### config.mk
export PLATFORM = sky130hd
export DESIGN_NAME = lcd_channel
export DESIGN_NICKNAME = d
export VERILOG_FILES = /design/src/lcd_pkg.sv /design/src/lcd_channel.sv
export VERILOG_INCLUDE_DIRS = /design/src
export SDC_FILE = /design/constraint.sdc
export NUM_CORES = 1
export LEC_CHECK = 0
export ABC_AREA = 1
export BUFFER_PORTS_ARGS = -buffer_cell sky130_fd_sc_hd__buf_2
export CAP_MARGIN = 10
export CORE_ASPECT_RATIO = 1.5
export CORE_UTILIZATION = 30
export CTS_BUF_LIST = sky130_fd_sc_hd__clkbuf_8 sky130_fd_sc_hd__clkbuf_16
export CTS_CLUSTER_SIZE = 12
export DETAILED_ROUTE_END_ITERATION = 8
export PLACE_DENSITY = 0.5
export SYNTH_ARGS = -nofsm -noshare
export SYNTH_HDL_FRONTEND = slang
export SYNTH_SLANG_ARGS = --single-unit
### constraint.sdc
create_clock -name sys_clk -period 3.3 [get_ports sys_clk]
set_clock_uncertainty 0.05 [all_clocks]
set_input_delay 0.165 -clock sys_clk [delete_from_list [all_inputs] [get_ports sys_clk]]
set_output_delay 0.165 -clock sys_clk [all_outputs]
set_load 0.1 [all_outputs]
### src/lcd_diag_regs.svh
// Register map, field positions, reset values and thresholds of one line channel diagnostic block.
// Assumes inclusion by bare name from the package and the channel module.
`ifndef LCD_DIAG_REGS_SVH
`define LCD_DIAG_REGS_SVH

// ====================================================================
// Register byte addresses
`define LCD_ADDR_CTRL 8'h00
`define LCD_ADDR_STATUS 8'h04
`define LCD_ADDR_INT_STATUS 8'h08
`define LCD_ADDR_INT_MASK 8'h0C

// ====================================================================
// Control fields
`define LCD_CTRL_W 7
`define LCD_CTRL_PATTERN_EN 0
`define LCD_CTRL_ERR_INSERT 1
`define LCD_CTRL_REMOTE_LOOP 2
`define LCD_CTRL_LOCAL_LOOP 3
`define LCD_CTRL_ALL_ONES 4
`define LCD_CTRL_RATE_E3 5
`define LCD_CTRL_DUAL_RAIL 6
`define LCD_CTRL_RESET 7'h00

// Status fields
`define LCD_STAT_LOCK_LOST 0
`define LCD_STAT_LOCKED 1

// Event fields shared by the sticky status and the mask
`define LCD_EVT_W 3
`define LCD_EVT_LOCK_LOST 0
`define LCD_EVT_LOCK_GAINED 1
`define LCD_EVT_BIT_ERROR 2
`define LCD_EVT_RESET 3'h0

// ====================================================================
// Loopback decode of {remote, local}
`define LCD_LOOP_CODE_NORMAL 2'b00
`define LCD_LOOP_CODE_DIGITAL 2'b01
`define LCD_LOOP_CODE_REMOTE 2'b10
`define LCD_LOOP_CODE_ANALOG 2'b11

// ====================================================================
// Pattern sequences: taps of the long and the short generator
`define LCD_LFSR_W 23
`define LCD_TAP_LONG_A 22
`define LCD_TAP_LONG_B 17
`define LCD_TAP_SHORT_A 14
`define LCD_TAP_SHORT_B 13
`define LCD_LFSR_SEED 23'h00_0001

// Checker thresholds
`define LCD_CNT_W 6
`define LCD_LOCK_RUN 6'h20
`define LCD_ERR_W 3
`define LCD_LOSS_ERRS 3'h4

// ====================================================================
// Synchronised pin inputs
`define LCD_SYNC_W 6
`define LCD_IN_TXC 0
`define LCD_IN_TXP 1
`define LCD_IN_TXN 2
`define LCD_IN_RXC 3
`define LCD_IN_RXP 4
`define LCD_IN_RXN 5

// Bus answers
`define LCD_RESP_OKAY 2'b00
`define LCD_RESP_SLVERR 2'b10

`endif

### src/lcd_pkg.sv
// Types of the line channel diagnostic block: loop modes and the state record.
// Assumes the register header is on the include path.
`include "lcd_diag_regs.svh"

package lcd_pkg;

	// ====================================================================
	// Loopback modes
	typedef enum logic [1:0] {LOOP_NORMAL, LOOP_ANALOG, LOOP_DIGITAL, LOOP_REMOTE} lcd_loop_e;

	// ====================================================================
	// Whole state of one channel
	typedef struct packed {
		logic [`LCD_SYNC_W-1:0] s1;
		logic [`LCD_SYNC_W-1:0] s2;
		logic [`LCD_SYNC_W-1:0] s3;
		logic [`LCD_SYNC_W-1:0] filt;
		logic aw_have;
		logic [7:0] aw_addr;
		logic w_have;
		logic [7:0] w_data;
		logic w_strb0;
		logic awready;
		logic wready;
		logic bvalid;
		logic [1:0] bresp;
		logic arready;
		logic rvalid;
		logic [31:0] rdata;
		logic [1:0] rresp;
		logic [`LCD_CTRL_W-1:0] ctrl;
		logic [`LCD_EVT_W-1:0] mask;
		logic [`LCD_EVT_W-1:0] sts;
		logic ins_prev;
		logic ins_pend;
		logic [`LCD_LFSR_W-1:0] gen;
		logic ami_pol;
		logic [`LCD_LFSR_W-1:0] hist;
		logic viol_pol;
		logic locked;
		logic [`LCD_CNT_W-1:0] good_cnt;
		logic [`LCD_ERR_W-1:0] err_cnt;
		logic tx_pos;
		logic tx_neg;
		logic rx_clk;
		logic rx_pos;
		logic rx_neg;
		logic irq;
	} lcd_state_s;

endpackage : lcd_pkg

### src/lcd_channel.sv
// One line channel's diagnostics: pattern generator and checker, loopbacks, all-ones sender,
// with an AXI4-Lite register slave and one level interrupt.
// Assumes all pin clocks and rails are asynchronous to sys_clk and at most a quarter of its rate.
`timescale 1ns/1ns
`include "lcd_diag_regs.svh"

module lcd_channel (
	// Clock and reset
	input wire logic sys_clk,
	input wire logic reset_n,
	// AXI4-Lite slave
	input wire logic [7:0] s_axi_awaddr,
	input wire logic s_axi_awvalid,
	output logic s_axi_awready,
	input wire logic [31:0] s_axi_wdata,
	input wire logic [3:0] s_axi_wstrb,
	input wire logic s_axi_wvalid,
	output logic s_axi_wready,
	output logic [1:0] s_axi_bresp,
	output logic s_axi_bvalid,
	input wire logic s_axi_bready,
	input wire logic [7:0] s_axi_araddr,
	input wire logic s_axi_arvalid,
	output logic s_axi_arready,
	output logic [31:0] s_axi_rdata,
	output logic [1:0] s_axi_rresp,
	output logic s_axi_rvalid,
	input wire logic s_axi_rready,
	// Interrupt
	output logic irq,
	// Framer side, transmit
	input wire logic tx_clock_in,
	input wire logic tx_pos_rail,
	input wire logic tx_neg_rail,
	// Framer side, receive
	output logic rx_recovered_clock,
	output logic rx_pos_rail,
	output logic rx_neg_rail_violation_out,
	// Line side
	output logic tx_line_pos,
	output logic tx_line_neg,
	input wire logic rx_line_clock,
	input wire logic rx_line_pos,
	input wire logic rx_line_neg
);

	// ====================================================================
	// State
	lcd_pkg::lcd_state_s q;
	lcd_pkg::lcd_state_s d;
	lcd_pkg::lcd_loop_e loop_mode;
	logic [`LCD_SYNC_W-1:0] pins;
	logic [`LCD_SYNC_W-1:0] rise;
	logic pat_en;
	logic all_ones;
	logic dual_rail;
	logic rate_e3;
	logic tx_edge;
	logic rx_edge;
	logic tx_bit;
	logic tx_mark;
	logic gen_fb;
	logic rx_lp;
	logic rx_ln;
	logic rx_bit;
	logic predicted;
	logic bit_err;
	logic viol;
	logic [7:0] wr_addr;
	logic [31:0] rd_word;
	logic rd_hit;
	logic rd_take;

	assign pins = {rx_line_neg, rx_line_pos, rx_line_clock, tx_neg_rail, tx_pos_rail, tx_clock_in};

	always_comb begin
		d = q;
		// ====================================================================
		// Pin synchronisers: a level counts once the second and third stages agree.
		d.s1 = pins;
		d.s2 = q.s1;
		d.s3 = q.s2;
		d.filt = (~(q.s2 ^ q.s3) & q.s3) | ((q.s2 ^ q.s3) & q.filt);
		rise = d.filt & ~q.filt;

		// ====================================================================
		// Mode decode
		pat_en = q.ctrl[`LCD_CTRL_PATTERN_EN];
		all_ones = q.ctrl[`LCD_CTRL_ALL_ONES];
		dual_rail = q.ctrl[`LCD_CTRL_DUAL_RAIL] & ~pat_en;
		rate_e3 = q.ctrl[`LCD_CTRL_RATE_E3];
		case ({q.ctrl[`LCD_CTRL_REMOTE_LOOP], q.ctrl[`LCD_CTRL_LOCAL_LOOP]})
			`LCD_LOOP_CODE_ANALOG: loop_mode = lcd_pkg::LOOP_ANALOG;
			`LCD_LOOP_CODE_DIGITAL: loop_mode = lcd_pkg::LOOP_DIGITAL;
			`LCD_LOOP_CODE_REMOTE: loop_mode = lcd_pkg::LOOP_REMOTE;
			default: loop_mode = lcd_pkg::LOOP_NORMAL;
		endcase

		// Remote loop takes its bit timing from the line clock, never the framer's.
		tx_edge = (loop_mode == lcd_pkg::LOOP_REMOTE) ? rise[`LCD_IN_RXC] : rise[`LCD_IN_TXC];
		// In analog loop the receiver sees the transmit line, timed by the transmit clock.
		rx_edge = (loop_mode == lcd_pkg::LOOP_ANALOG) ? rise[`LCD_IN_TXC] : rise[`LCD_IN_RXC];
		rx_lp = (loop_mode == lcd_pkg::LOOP_ANALOG) ? q.tx_pos : q.filt[`LCD_IN_RXP];
		rx_ln = (loop_mode == lcd_pkg::LOOP_ANALOG) ? q.tx_neg : q.filt[`LCD_IN_RXN];
		rx_bit = rx_lp | rx_ln;

		// ====================================================================
		// Error insertion request on a rising change of the insert bit only.
		d.ins_prev = q.ctrl[`LCD_CTRL_ERR_INSERT];
		if (pat_en && q.ctrl[`LCD_CTRL_ERR_INSERT] && !q.ins_prev) begin
			d.ins_pend = 1'b1;
		end
		if (!pat_en) begin
			d.ins_pend = 1'b0;
		end

		// ====================================================================
		// Transmit path
		gen_fb = rate_e3 ? (q.gen[`LCD_TAP_LONG_A] ^ q.gen[`LCD_TAP_LONG_B])
			: (q.gen[`LCD_TAP_SHORT_A] ^ q.gen[`LCD_TAP_SHORT_B]);
		tx_bit = 1'b0;
		tx_mark = 1'b0;
		if (tx_edge) begin
			if (loop_mode == lcd_pkg::LOOP_REMOTE) begin
				d.tx_pos = q.filt[`LCD_IN_RXP];
				d.tx_neg = q.filt[`LCD_IN_RXN];
			end else if (all_ones && loop_mode != lcd_pkg::LOOP_ANALOG) begin
				tx_bit = 1'b1;
				tx_mark = 1'b1;
			end else if (pat_en) begin
				d.gen = {q.gen[`LCD_LFSR_W-2:0], gen_fb};
				tx_bit = gen_fb ^ q.ins_pend;
				tx_mark = 1'b1;
				// Only a request already pending is spent; one raised in this cycle waits, or is lost if one was already pending.
				d.ins_pend = d.ins_pend & ~q.ins_pend;
			end else if (dual_rail) begin
				d.tx_pos = q.filt[`LCD_IN_TXP];
				d.tx_neg = q.filt[`LCD_IN_TXN];
			end else begin
				tx_bit = q.filt[`LCD_IN_TXP];
				tx_mark = 1'b1;
			end
			// Single-rail bits go out as alternate mark inversion.
			if (tx_mark) begin
				d.tx_pos = tx_bit & ~q.ami_pol;
				d.tx_neg = tx_bit & q.ami_pol;
				d.ami_pol = q.ami_pol ^ tx_bit;
			end
		end
		if (!pat_en) begin
			d.gen = `LCD_LFSR_SEED;
		end

		// ====================================================================
		// Receive path and checker
		predicted = rate_e3 ? (q.hist[`LCD_TAP_LONG_A] ^ q.hist[`LCD_TAP_LONG_B])
			: (q.hist[`LCD_TAP_SHORT_A] ^ q.hist[`LCD_TAP_SHORT_B]);
		bit_err = rx_bit ^ predicted;
		viol = (rx_lp && q.viol_pol) || (rx_ln && !q.viol_pol);
		d.rx_clk = (loop_mode == lcd_pkg::LOOP_NORMAL || loop_mode == lcd_pkg::LOOP_REMOTE)
			? q.filt[`LCD_IN_RXC] : q.filt[`LCD_IN_TXC];
		if (loop_mode == lcd_pkg::LOOP_DIGITAL) begin
			d.rx_pos = q.filt[`LCD_IN_TXP];
			d.rx_neg = q.filt[`LCD_IN_TXN];
		end else if (rx_edge) begin
			// While locked the checker runs on its own prediction, so one bad bit is one error.
			d.hist = {q.hist[`LCD_LFSR_W-2:0], (pat_en && q.locked) ? predicted : rx_bit};
			if (rx_lp || rx_ln) begin
				d.viol_pol = rx_lp;
			end
			if (pat_en) begin
				// The checker runs only while pattern enable is set.
				d.rx_pos = rx_bit;
				if (!q.locked) begin
					d.good_cnt = bit_err ? '0 : q.good_cnt + 1'b1;
					if (!bit_err && q.good_cnt == `LCD_LOCK_RUN - 1'b1) begin
						d.locked = 1'b1;
						d.good_cnt = '0;
						d.err_cnt = '0;
					end
				end else if (bit_err) begin
					d.err_cnt = q.err_cnt + 1'b1;
					d.good_cnt = '0;
					if (q.err_cnt == `LCD_LOSS_ERRS - 1'b1) begin
						d.locked = 1'b0;
					end
				end else if (q.good_cnt == `LCD_LOCK_RUN - 1'b1) begin
					// A long clean run forgives scattered errors.
					d.err_cnt = '0;
					d.good_cnt = '0;
				end else begin
					d.good_cnt = q.good_cnt + 1'b1;
				end
				// Held until the next receive bit, so one error is one receive clock wide.
				d.rx_neg = q.locked ? bit_err : 1'b1;
				if (!d.locked) begin
					d.rx_neg = 1'b1;
				end
			end else if (dual_rail) begin
				d.rx_pos = rx_lp;
				d.rx_neg = rx_ln;
			end else begin
				// Single rail: the negative rail carries line code violations.
				d.rx_pos = rx_bit;
				d.rx_neg = viol;
			end
		end
		if (!pat_en) begin
			d.locked = 1'b0;
			d.good_cnt = '0;
			d.err_cnt = '0;
		end

		// ====================================================================
		// AXI4-Lite write channel
		if (s_axi_awvalid && q.awready) begin
			d.aw_have = 1'b1;
			d.aw_addr = s_axi_awaddr;
		end
		if (s_axi_wvalid && q.wready) begin
			d.w_have = 1'b1;
			d.w_data = s_axi_wdata[7:0];
			d.w_strb0 = s_axi_wstrb[0];
		end
		if (s_axi_bvalid && s_axi_bready) begin
			d.bvalid = 1'b0;
		end
		wr_addr = q.aw_addr;
		if (q.aw_have && q.w_have && !q.bvalid) begin
			d.aw_have = 1'b0;
			d.w_have = 1'b0;
			d.bvalid = 1'b1;
			d.bresp = `LCD_RESP_OKAY;
			case (wr_addr)
				`LCD_ADDR_CTRL: begin
					if (q.w_strb0) begin
						d.ctrl = q.w_data[`LCD_CTRL_W-1:0];
					end
				end
				`LCD_ADDR_INT_MASK: begin
					if (q.w_strb0) begin
						d.mask = q.w_data[`LCD_EVT_W-1:0];
					end
				end
				`LCD_ADDR_STATUS, `LCD_ADDR_INT_STATUS: begin
					d.bresp = `LCD_RESP_OKAY;
				end
				default: d.bresp = `LCD_RESP_SLVERR;
			endcase
		end

		// ====================================================================
		// AXI4-Lite read channel
		rd_word = '0;
		rd_hit = 1'b1;
		case (s_axi_araddr)
			`LCD_ADDR_CTRL: rd_word[`LCD_CTRL_W-1:0] = q.ctrl;
			`LCD_ADDR_STATUS: begin
				rd_word[`LCD_STAT_LOCK_LOST] = pat_en & ~q.locked;
				rd_word[`LCD_STAT_LOCKED] = q.locked;
			end
			`LCD_ADDR_INT_STATUS: rd_word[`LCD_EVT_W-1:0] = q.sts;
			`LCD_ADDR_INT_MASK: rd_word[`LCD_EVT_W-1:0] = q.mask;
			default: rd_hit = 1'b0;
		endcase
		rd_take = s_axi_arvalid && q.arready;
		if (s_axi_rvalid && s_axi_rready) begin
			d.rvalid = 1'b0;
		end
		if (rd_take) begin
			d.rvalid = 1'b1;
			d.rdata = rd_word;
			d.rresp = rd_hit ? `LCD_RESP_OKAY : `LCD_RESP_SLVERR;
		end

		// ====================================================================
		// Sticky events: a read clears them, but an event in the same cycle survives.
		if (rd_take && s_axi_araddr == `LCD_ADDR_INT_STATUS) begin
			d.sts = `LCD_EVT_RESET;
		end
		d.sts[`LCD_EVT_LOCK_LOST] = d.sts[`LCD_EVT_LOCK_LOST] | (q.locked & ~d.locked);
		d.sts[`LCD_EVT_LOCK_GAINED] = d.sts[`LCD_EVT_LOCK_GAINED] | (~q.locked & d.locked);
		d.sts[`LCD_EVT_BIT_ERROR] = d.sts[`LCD_EVT_BIT_ERROR] | (rx_edge & pat_en & q.locked & bit_err);
		d.irq = |(d.sts & d.mask);

		// Ready flags follow the next state so that no item is taken twice.
		d.awready = ~d.aw_have & ~d.bvalid;
		d.wready = ~d.w_have & ~d.bvalid;
		d.arready = ~d.rvalid;
	end

	always_ff @(posedge sys_clk or negedge reset_n) begin
		if (!reset_n) begin
			q <= '0;
			q.ctrl <= `LCD_CTRL_RESET;
			q.mask <= `LCD_EVT_RESET;
			q.gen <= `LCD_LFSR_SEED;
		end else begin
			q <= d;
		end
	end

	// ====================================================================
	// Outputs
	assign s_axi_awready = q.awready;
	assign s_axi_wready = q.wready;
	assign s_axi_bvalid = q.bvalid;
	assign s_axi_bresp = q.bresp;
	assign s_axi_arready = q.arready;
	assign s_axi_rvalid = q.rvalid;
	assign s_axi_rdata = q.rdata;
	assign s_axi_rresp = q.rresp;
	assign irq = q.irq;
	assign tx_line_pos = q.tx_pos;
	assign tx_line_neg = q.tx_neg;
	assign rx_recovered_clock = q.rx_clk;
	assign rx_pos_rail = q.rx_pos;
	assign rx_neg_rail_violation_out = q.rx_neg;

endmodule : lcd_channel

Yosys cells after proc, flatten, opt, wreduce, memory -nomap -nowiden
Cells that the tools add are included.
{"block": "totals", "register_bits": 138, "inputBits": 65}
{"block": "op_classes", "addsub": 2, "n_mux": 70, "bitwise_logic": 41, "n_reduce_logical": 38, "eq_ne": 24}
{"operator": "$mux 10", "count": 9}
{"operator": "$mux 24", "count": 3}
{"operator": "$mux 35", "count": 1}
{"operator": "$eq 8x4->1 const B", "count": 4}
{"operator": "$mux 1", "count": 30}
{"operator": "$mux 25", "count": 1}
{"operator": "$mux 23", "count": 1}
{"operator": "$mux 2", "count": 11}
{"operator": "$mux 3", "count": 6}
{"operator": "$mux 9", "count": 2}
{"operator": "$eq 8x3->1 const B", "count": 2}
{"operator": "$logic_not 8->1", "count": 2}
{"operator": "$logic_and 1x1->1", "count": 15}
{"operator": "$and 1x1->1", "count": 12}
{"operator": "$and 6x6->6", "count": 2}
{"operator": "$mux 6", "count": 2}
{"operator": "$not 1->1", "count": 10}
{"operator": "$reduce_and 3->1", "count": 3}
{"operator": "$eq 2x2->1 const B", "count": 4}
{"operator": "$pmux 2 s4", "count": 1}
{"operator": "$reduce_and 4->1", "count": 2}
{"operator": "$reduce_or 4->1", "count": 2}
{"operator": "$xor 1x1->1", "count": 7}
{"operator": "$add 6x1->6 const B", "count": 1}
{"operator": "26 further kinds", "count": 42}

Logic depth before layout (Yosys ltp)
{"block": "logic_depth", "word_depth": 21, "mapped_depth": 14, "mapped_depth_nobuf": 14}

Worst setup path before layout
Ideal clock, no wire load.
{"block": "synth_path", "path_kind": "reg2reg", "start": "register q, in the netlist s_axi_bvalid", "end": "register q, in the netlist irq", "n_path_buf": 0, "path_slack_ns": 1.346, "stages_incl_launch_ff": 9, "arrival_time_ns": 1.783, "cell_sequence": "dfrtp_1 -> inv_1 -> nand3_1 -> nor3_2 -> nand2_1 -> nand2_1 -> o21ai_1 -> a21oi_1 -> nand2_1"}
{"element": "start, declared", "line": "lcd_channel.sv:49", "text": "lcd_pkg::lcd_state_s q;"}

Worst setup path after layout
{"block": "layout_path", "start": "register q[75] (netlist bit)", "end": "register q[56] (netlist bit)"}
{"block": "layout_via", "elab_chain_len": 6, "word_cells_on_any_way": 12}
{"element": "$eq 2x2->1 or $eq 2x1->1 (tied branches)", "line": "lcd_channel.sv:92", "text": "case ({q.ctrl[`LCD_CTRL_REMOTE_LOOP], q.ctrl[`LCD_CTRL_LOCAL_LOOP]})"}
{"element": "$pmux 2 s3 (*)", "line": "lcd_channel.sv:92"}
{"element": "$eq 2x2->1 or $ne 2x1->1 (tied branches)", "line": "lcd_channel.sv:100, lcd_channel.sv:124, lcd_channel.sv:127"}
{"element": "$mux 1 or $logic_and 1x1->1 (tied branches)", "line": "lcd_channel.sv:100, lcd_channel.sv:127"}
{"element": "$ne 2x1->1 (no source line) or $ne 2x2->1 (tied branches)"}
{"element": "$reduce_and 3->1 (no source line) (*)"}
Mark *: on every way between the ends. The rest lies on a longest branch, timed or not.
A chain may end at the register's enable or synchronous reset.

==> impl_results.md <==
* Hold Crit Class: input pin to flip-flop
* Final setup fails at 0
* H-tree depth at 4
* Initial DRC count at 166
* Worst slew margin at 57.5%
* Top_reg_cell synth: dfrtp_1
* Period utilisation layout at 66.1%
* CP Buf/Inv Count at 2
* Final hold vios at 0
* Count leader, synth: nand2_1
* Arr. time, crit path at 2.44 ns
* Pwr/cell area at 764 nW/um^2
* GR Overflow Total at 0
* Commonest cells post-synth: nand2_1, dfrtp_1, inv_1
* Worst path top cell family by delay: simple AND/OR/NAND/NOR gates
* Total number of vias at 4294
* Largest net degree at the start of global routing at 67
* Worst Tran Pin Value at 0.637 ns
* GPL Wtd Cong at 0.781
* Mapped cell area at 5900 sq um
* Warnings from Yosys at 0
* Leakage at 3.47 nW
* Filler instances at 2015
* Setup tns final at 0 ns
* Fraction of layout cells with a size suffix above 1 at 15.9%
* Worst skew pair latency at 0.41 ns
* Slowest stage cell, crit path: dfrtp_1
* Core area at 19200 sq um
* CTS tree: built
* Post-detailed-routing wire length at 12.2 mm
* First-pass GRT wire length at 21.0 mm
* FF-to-FF Start: q[75]
* Die Span X at 117 um
* Status: finished, final reports clean
* Top cells by area, synth: dfrtp_1, nand2_1, buf_4, nand3_1, inv_1
* Top-area cell type share of the netlist area at 56.8%
* Dpl hpwl at 8.45 mm
* ANT nets after route at 0
* Vias in the first global route at 4406
* Port bufs at 56
* Crit Path Max Fanout at 23
* Avg Cell Area, Syn at 9.14 sq um
* GRT Util Overall at 13.5%
* Post-synthesis cell type count at 41
* CP cell instances: nand2_2 -> inv_1 -> nor2_1 -> inv_1 -> nand2_2 -> nand2_1 -> o21ai_0
* Async S/R FF share, synth at 100%
* DR vias/cell at 4.33
* Footprint of the multi-input gates at 1990 sq um
* DRC Markers at 0
* Avg WL per Cell at 12.3 um
* Nets at 794
* Final worst slack at 1.12 ns
* Worst vdd rail ir drop at 0.504 mV
* First drt pass iteration count at 6
* CTS Buffer Depth at 2
* Place WS at 1.07 ns
* Critical path type: flip-flop to flip-flop
* MaxCap Viol Count at 0
* RSZ-0062 raised after global routing: no
* Core Rows at 62
* Crit path time final at 2.18 ns
* TritonCTS Buffers at 17
* Final slew viol count at 0
* Synth area leader: dfrtp_1
* Critical Path End Type: flip-flop
* Top Ports at 112
* CP required at 3.56 ns
* Register area at 3380 sq um
* Startpoint Class: flip-flop
* Max Clk Rate at 459 MHz
* Initial Util at 30.7%
* Crit path largest cell delay at 0.54 ns
* Syn Inst Count at 646
* Die Area at 20300 sq um
* Post-synthesis sequential area ratio at 57.2%
* EDFF count, synth at 0
* Diodes inserted at 0
* Clock Sinks at 135
* Worst setup path startpoint: q[75]
* Area grow syn2layout at 21.0%
* Die height at 174 um
* Initial antenna violation count at 0
* Clock root cell: clkbuf_16
* Synth Register Bits at 135
* Reg clk slew, reported paths at 0.06 ns
* Worst Min Path Start: s_axi_awvalid
layer usage:
| layer | share of wire, % | wire length (um) | vias up | track usage, % |
|---|---|---|---|---|
| li1 | - | - | 2169 | - |
| met1 | 43 | 5240 | 2039 | 15.5 |
| met2 | 52 | 6350 | 75 | 23.7 |
| met3 | 3.0 | 365 | 11 | 2.66 |
| met4 | 1.7 | 210 | 0 | 5.91 |
| met5 | 0 | 0 | - | 0 |
cells by family after synthesis:
| family | share of synthesized area [%] |
|---|---|
| flops | 57.2 |
| other cells | 0.0635 |
| mux | 0.170 |
| buf+inv | 10.7 |
| simple gates | 20.5 |
| xor+xnor | 0.742 |
| fa+ha+maj | 2.08 |
| compound gates | 8.56 |
area by class of cell:
cell class	count	share of cell area (%)
flip-flops and latches	135	47.3
multi-input cells	412	27.9
repair buffers	88	8.46
clock buffers	18	6.14
well taps	256	4.48
inverters	70	3.68
clock inverters	13	2.08
power breakdown:
| group | internal (mW) | switching, mW | total (mW) | leakage, nW |
|---|---|---|---|---|
| Combinational | 0.326 | 1.14 | 1.46 | 1.45 |
| Clock | 1.14 | 0.729 | 1.87 | 0.279 |
| Sequential | 1.95 | 0.176 | 2.13 | 1.74 |
| Total | 3.42 | 2.04 | 5.46 | 3.47 |
per-stage QoR:
stage	std cells	hold slack [ns]	power [mW]	utilization, %	area [sq um]
final	992	0.117	5.46	37.1	7150
after global routing	992	0.135	5.78	37.1	7150
after CTS	992	0.115	5.53	37.1	7150
after detailed placement	935	0.161	3.61	32.7	6300
after global placement	935	0.165	3.60	32.7	6300
after floorplan	672	-0.181	3.30	-	6000
tightest hold or removal path, delay by kind of cell:
kind | cells | cell delay (ns)
buffers and inverters | 1 | 0.07
and+or+nand+nor | 3 | 0.30
cells in the final DEF (no fill, tap or decap), types with 3 or more instances in the layout:
cell | synthesis | final
ha_1 | 5 | 5
dlygate4sd3_1 | 0 | 26
clkbuf_16 | 0 | 17
a21oi_1 | 8 | 8
o211ai_1 | 4 | 4
nor3_1 | 4 | 4
buf_4 | 38 | 5
maj3_1 | 6 | 6
clkinvlp_4 | 0 | 3
o21ai_0 | 43 | 43
clkinv_4 | 0 | 5
o21ai_1 | 12 | 12
o31ai_1 | 14 | 14
inv_2 | 3 | 3
nand2_2 | 12 | 12
o22ai_1 | 4 | 4
nand3_1 | 51 | 51
nand2_1 | 176 | 176
conb_1 | 1 | 27
inv_1 | 67 | 67
buf_2 | 8 | 55
nor2_1 | 22 | 22
xor2_1 | 3 | 3
dfrtp_1 | 134 | 134
flip-flops by register name, summed over array words and instances, names as in the netlist, 7 cells and up, named ones only:
signal,cells
d,13
q,88
s_axi_rdata,7
wr_addr,8
worst paths after layout:
check | slack [ns] | cells after the start | endpoint
setup reg to reg | 1.12 | 7 | q[56]
max in group asynchronous | 2.13 | 3 | q[52]
setup / recovery | 1.12 | 7 | q[56]
hold / removal | 0.12 | 4 | wr_addr[5]
min in group asynchronous | 0.26 | 2 | s_axi_bresp[1]
hold reg to reg | 0.30 | 0 | d[145]
timing repair:
item	4_1_cts	5_1_grt
hold buffers	26	0
endpoints found under the hold margin	88	0
buffers inserted	0	0
resized for setup	0	0
(Power assumes the default switching activity.)
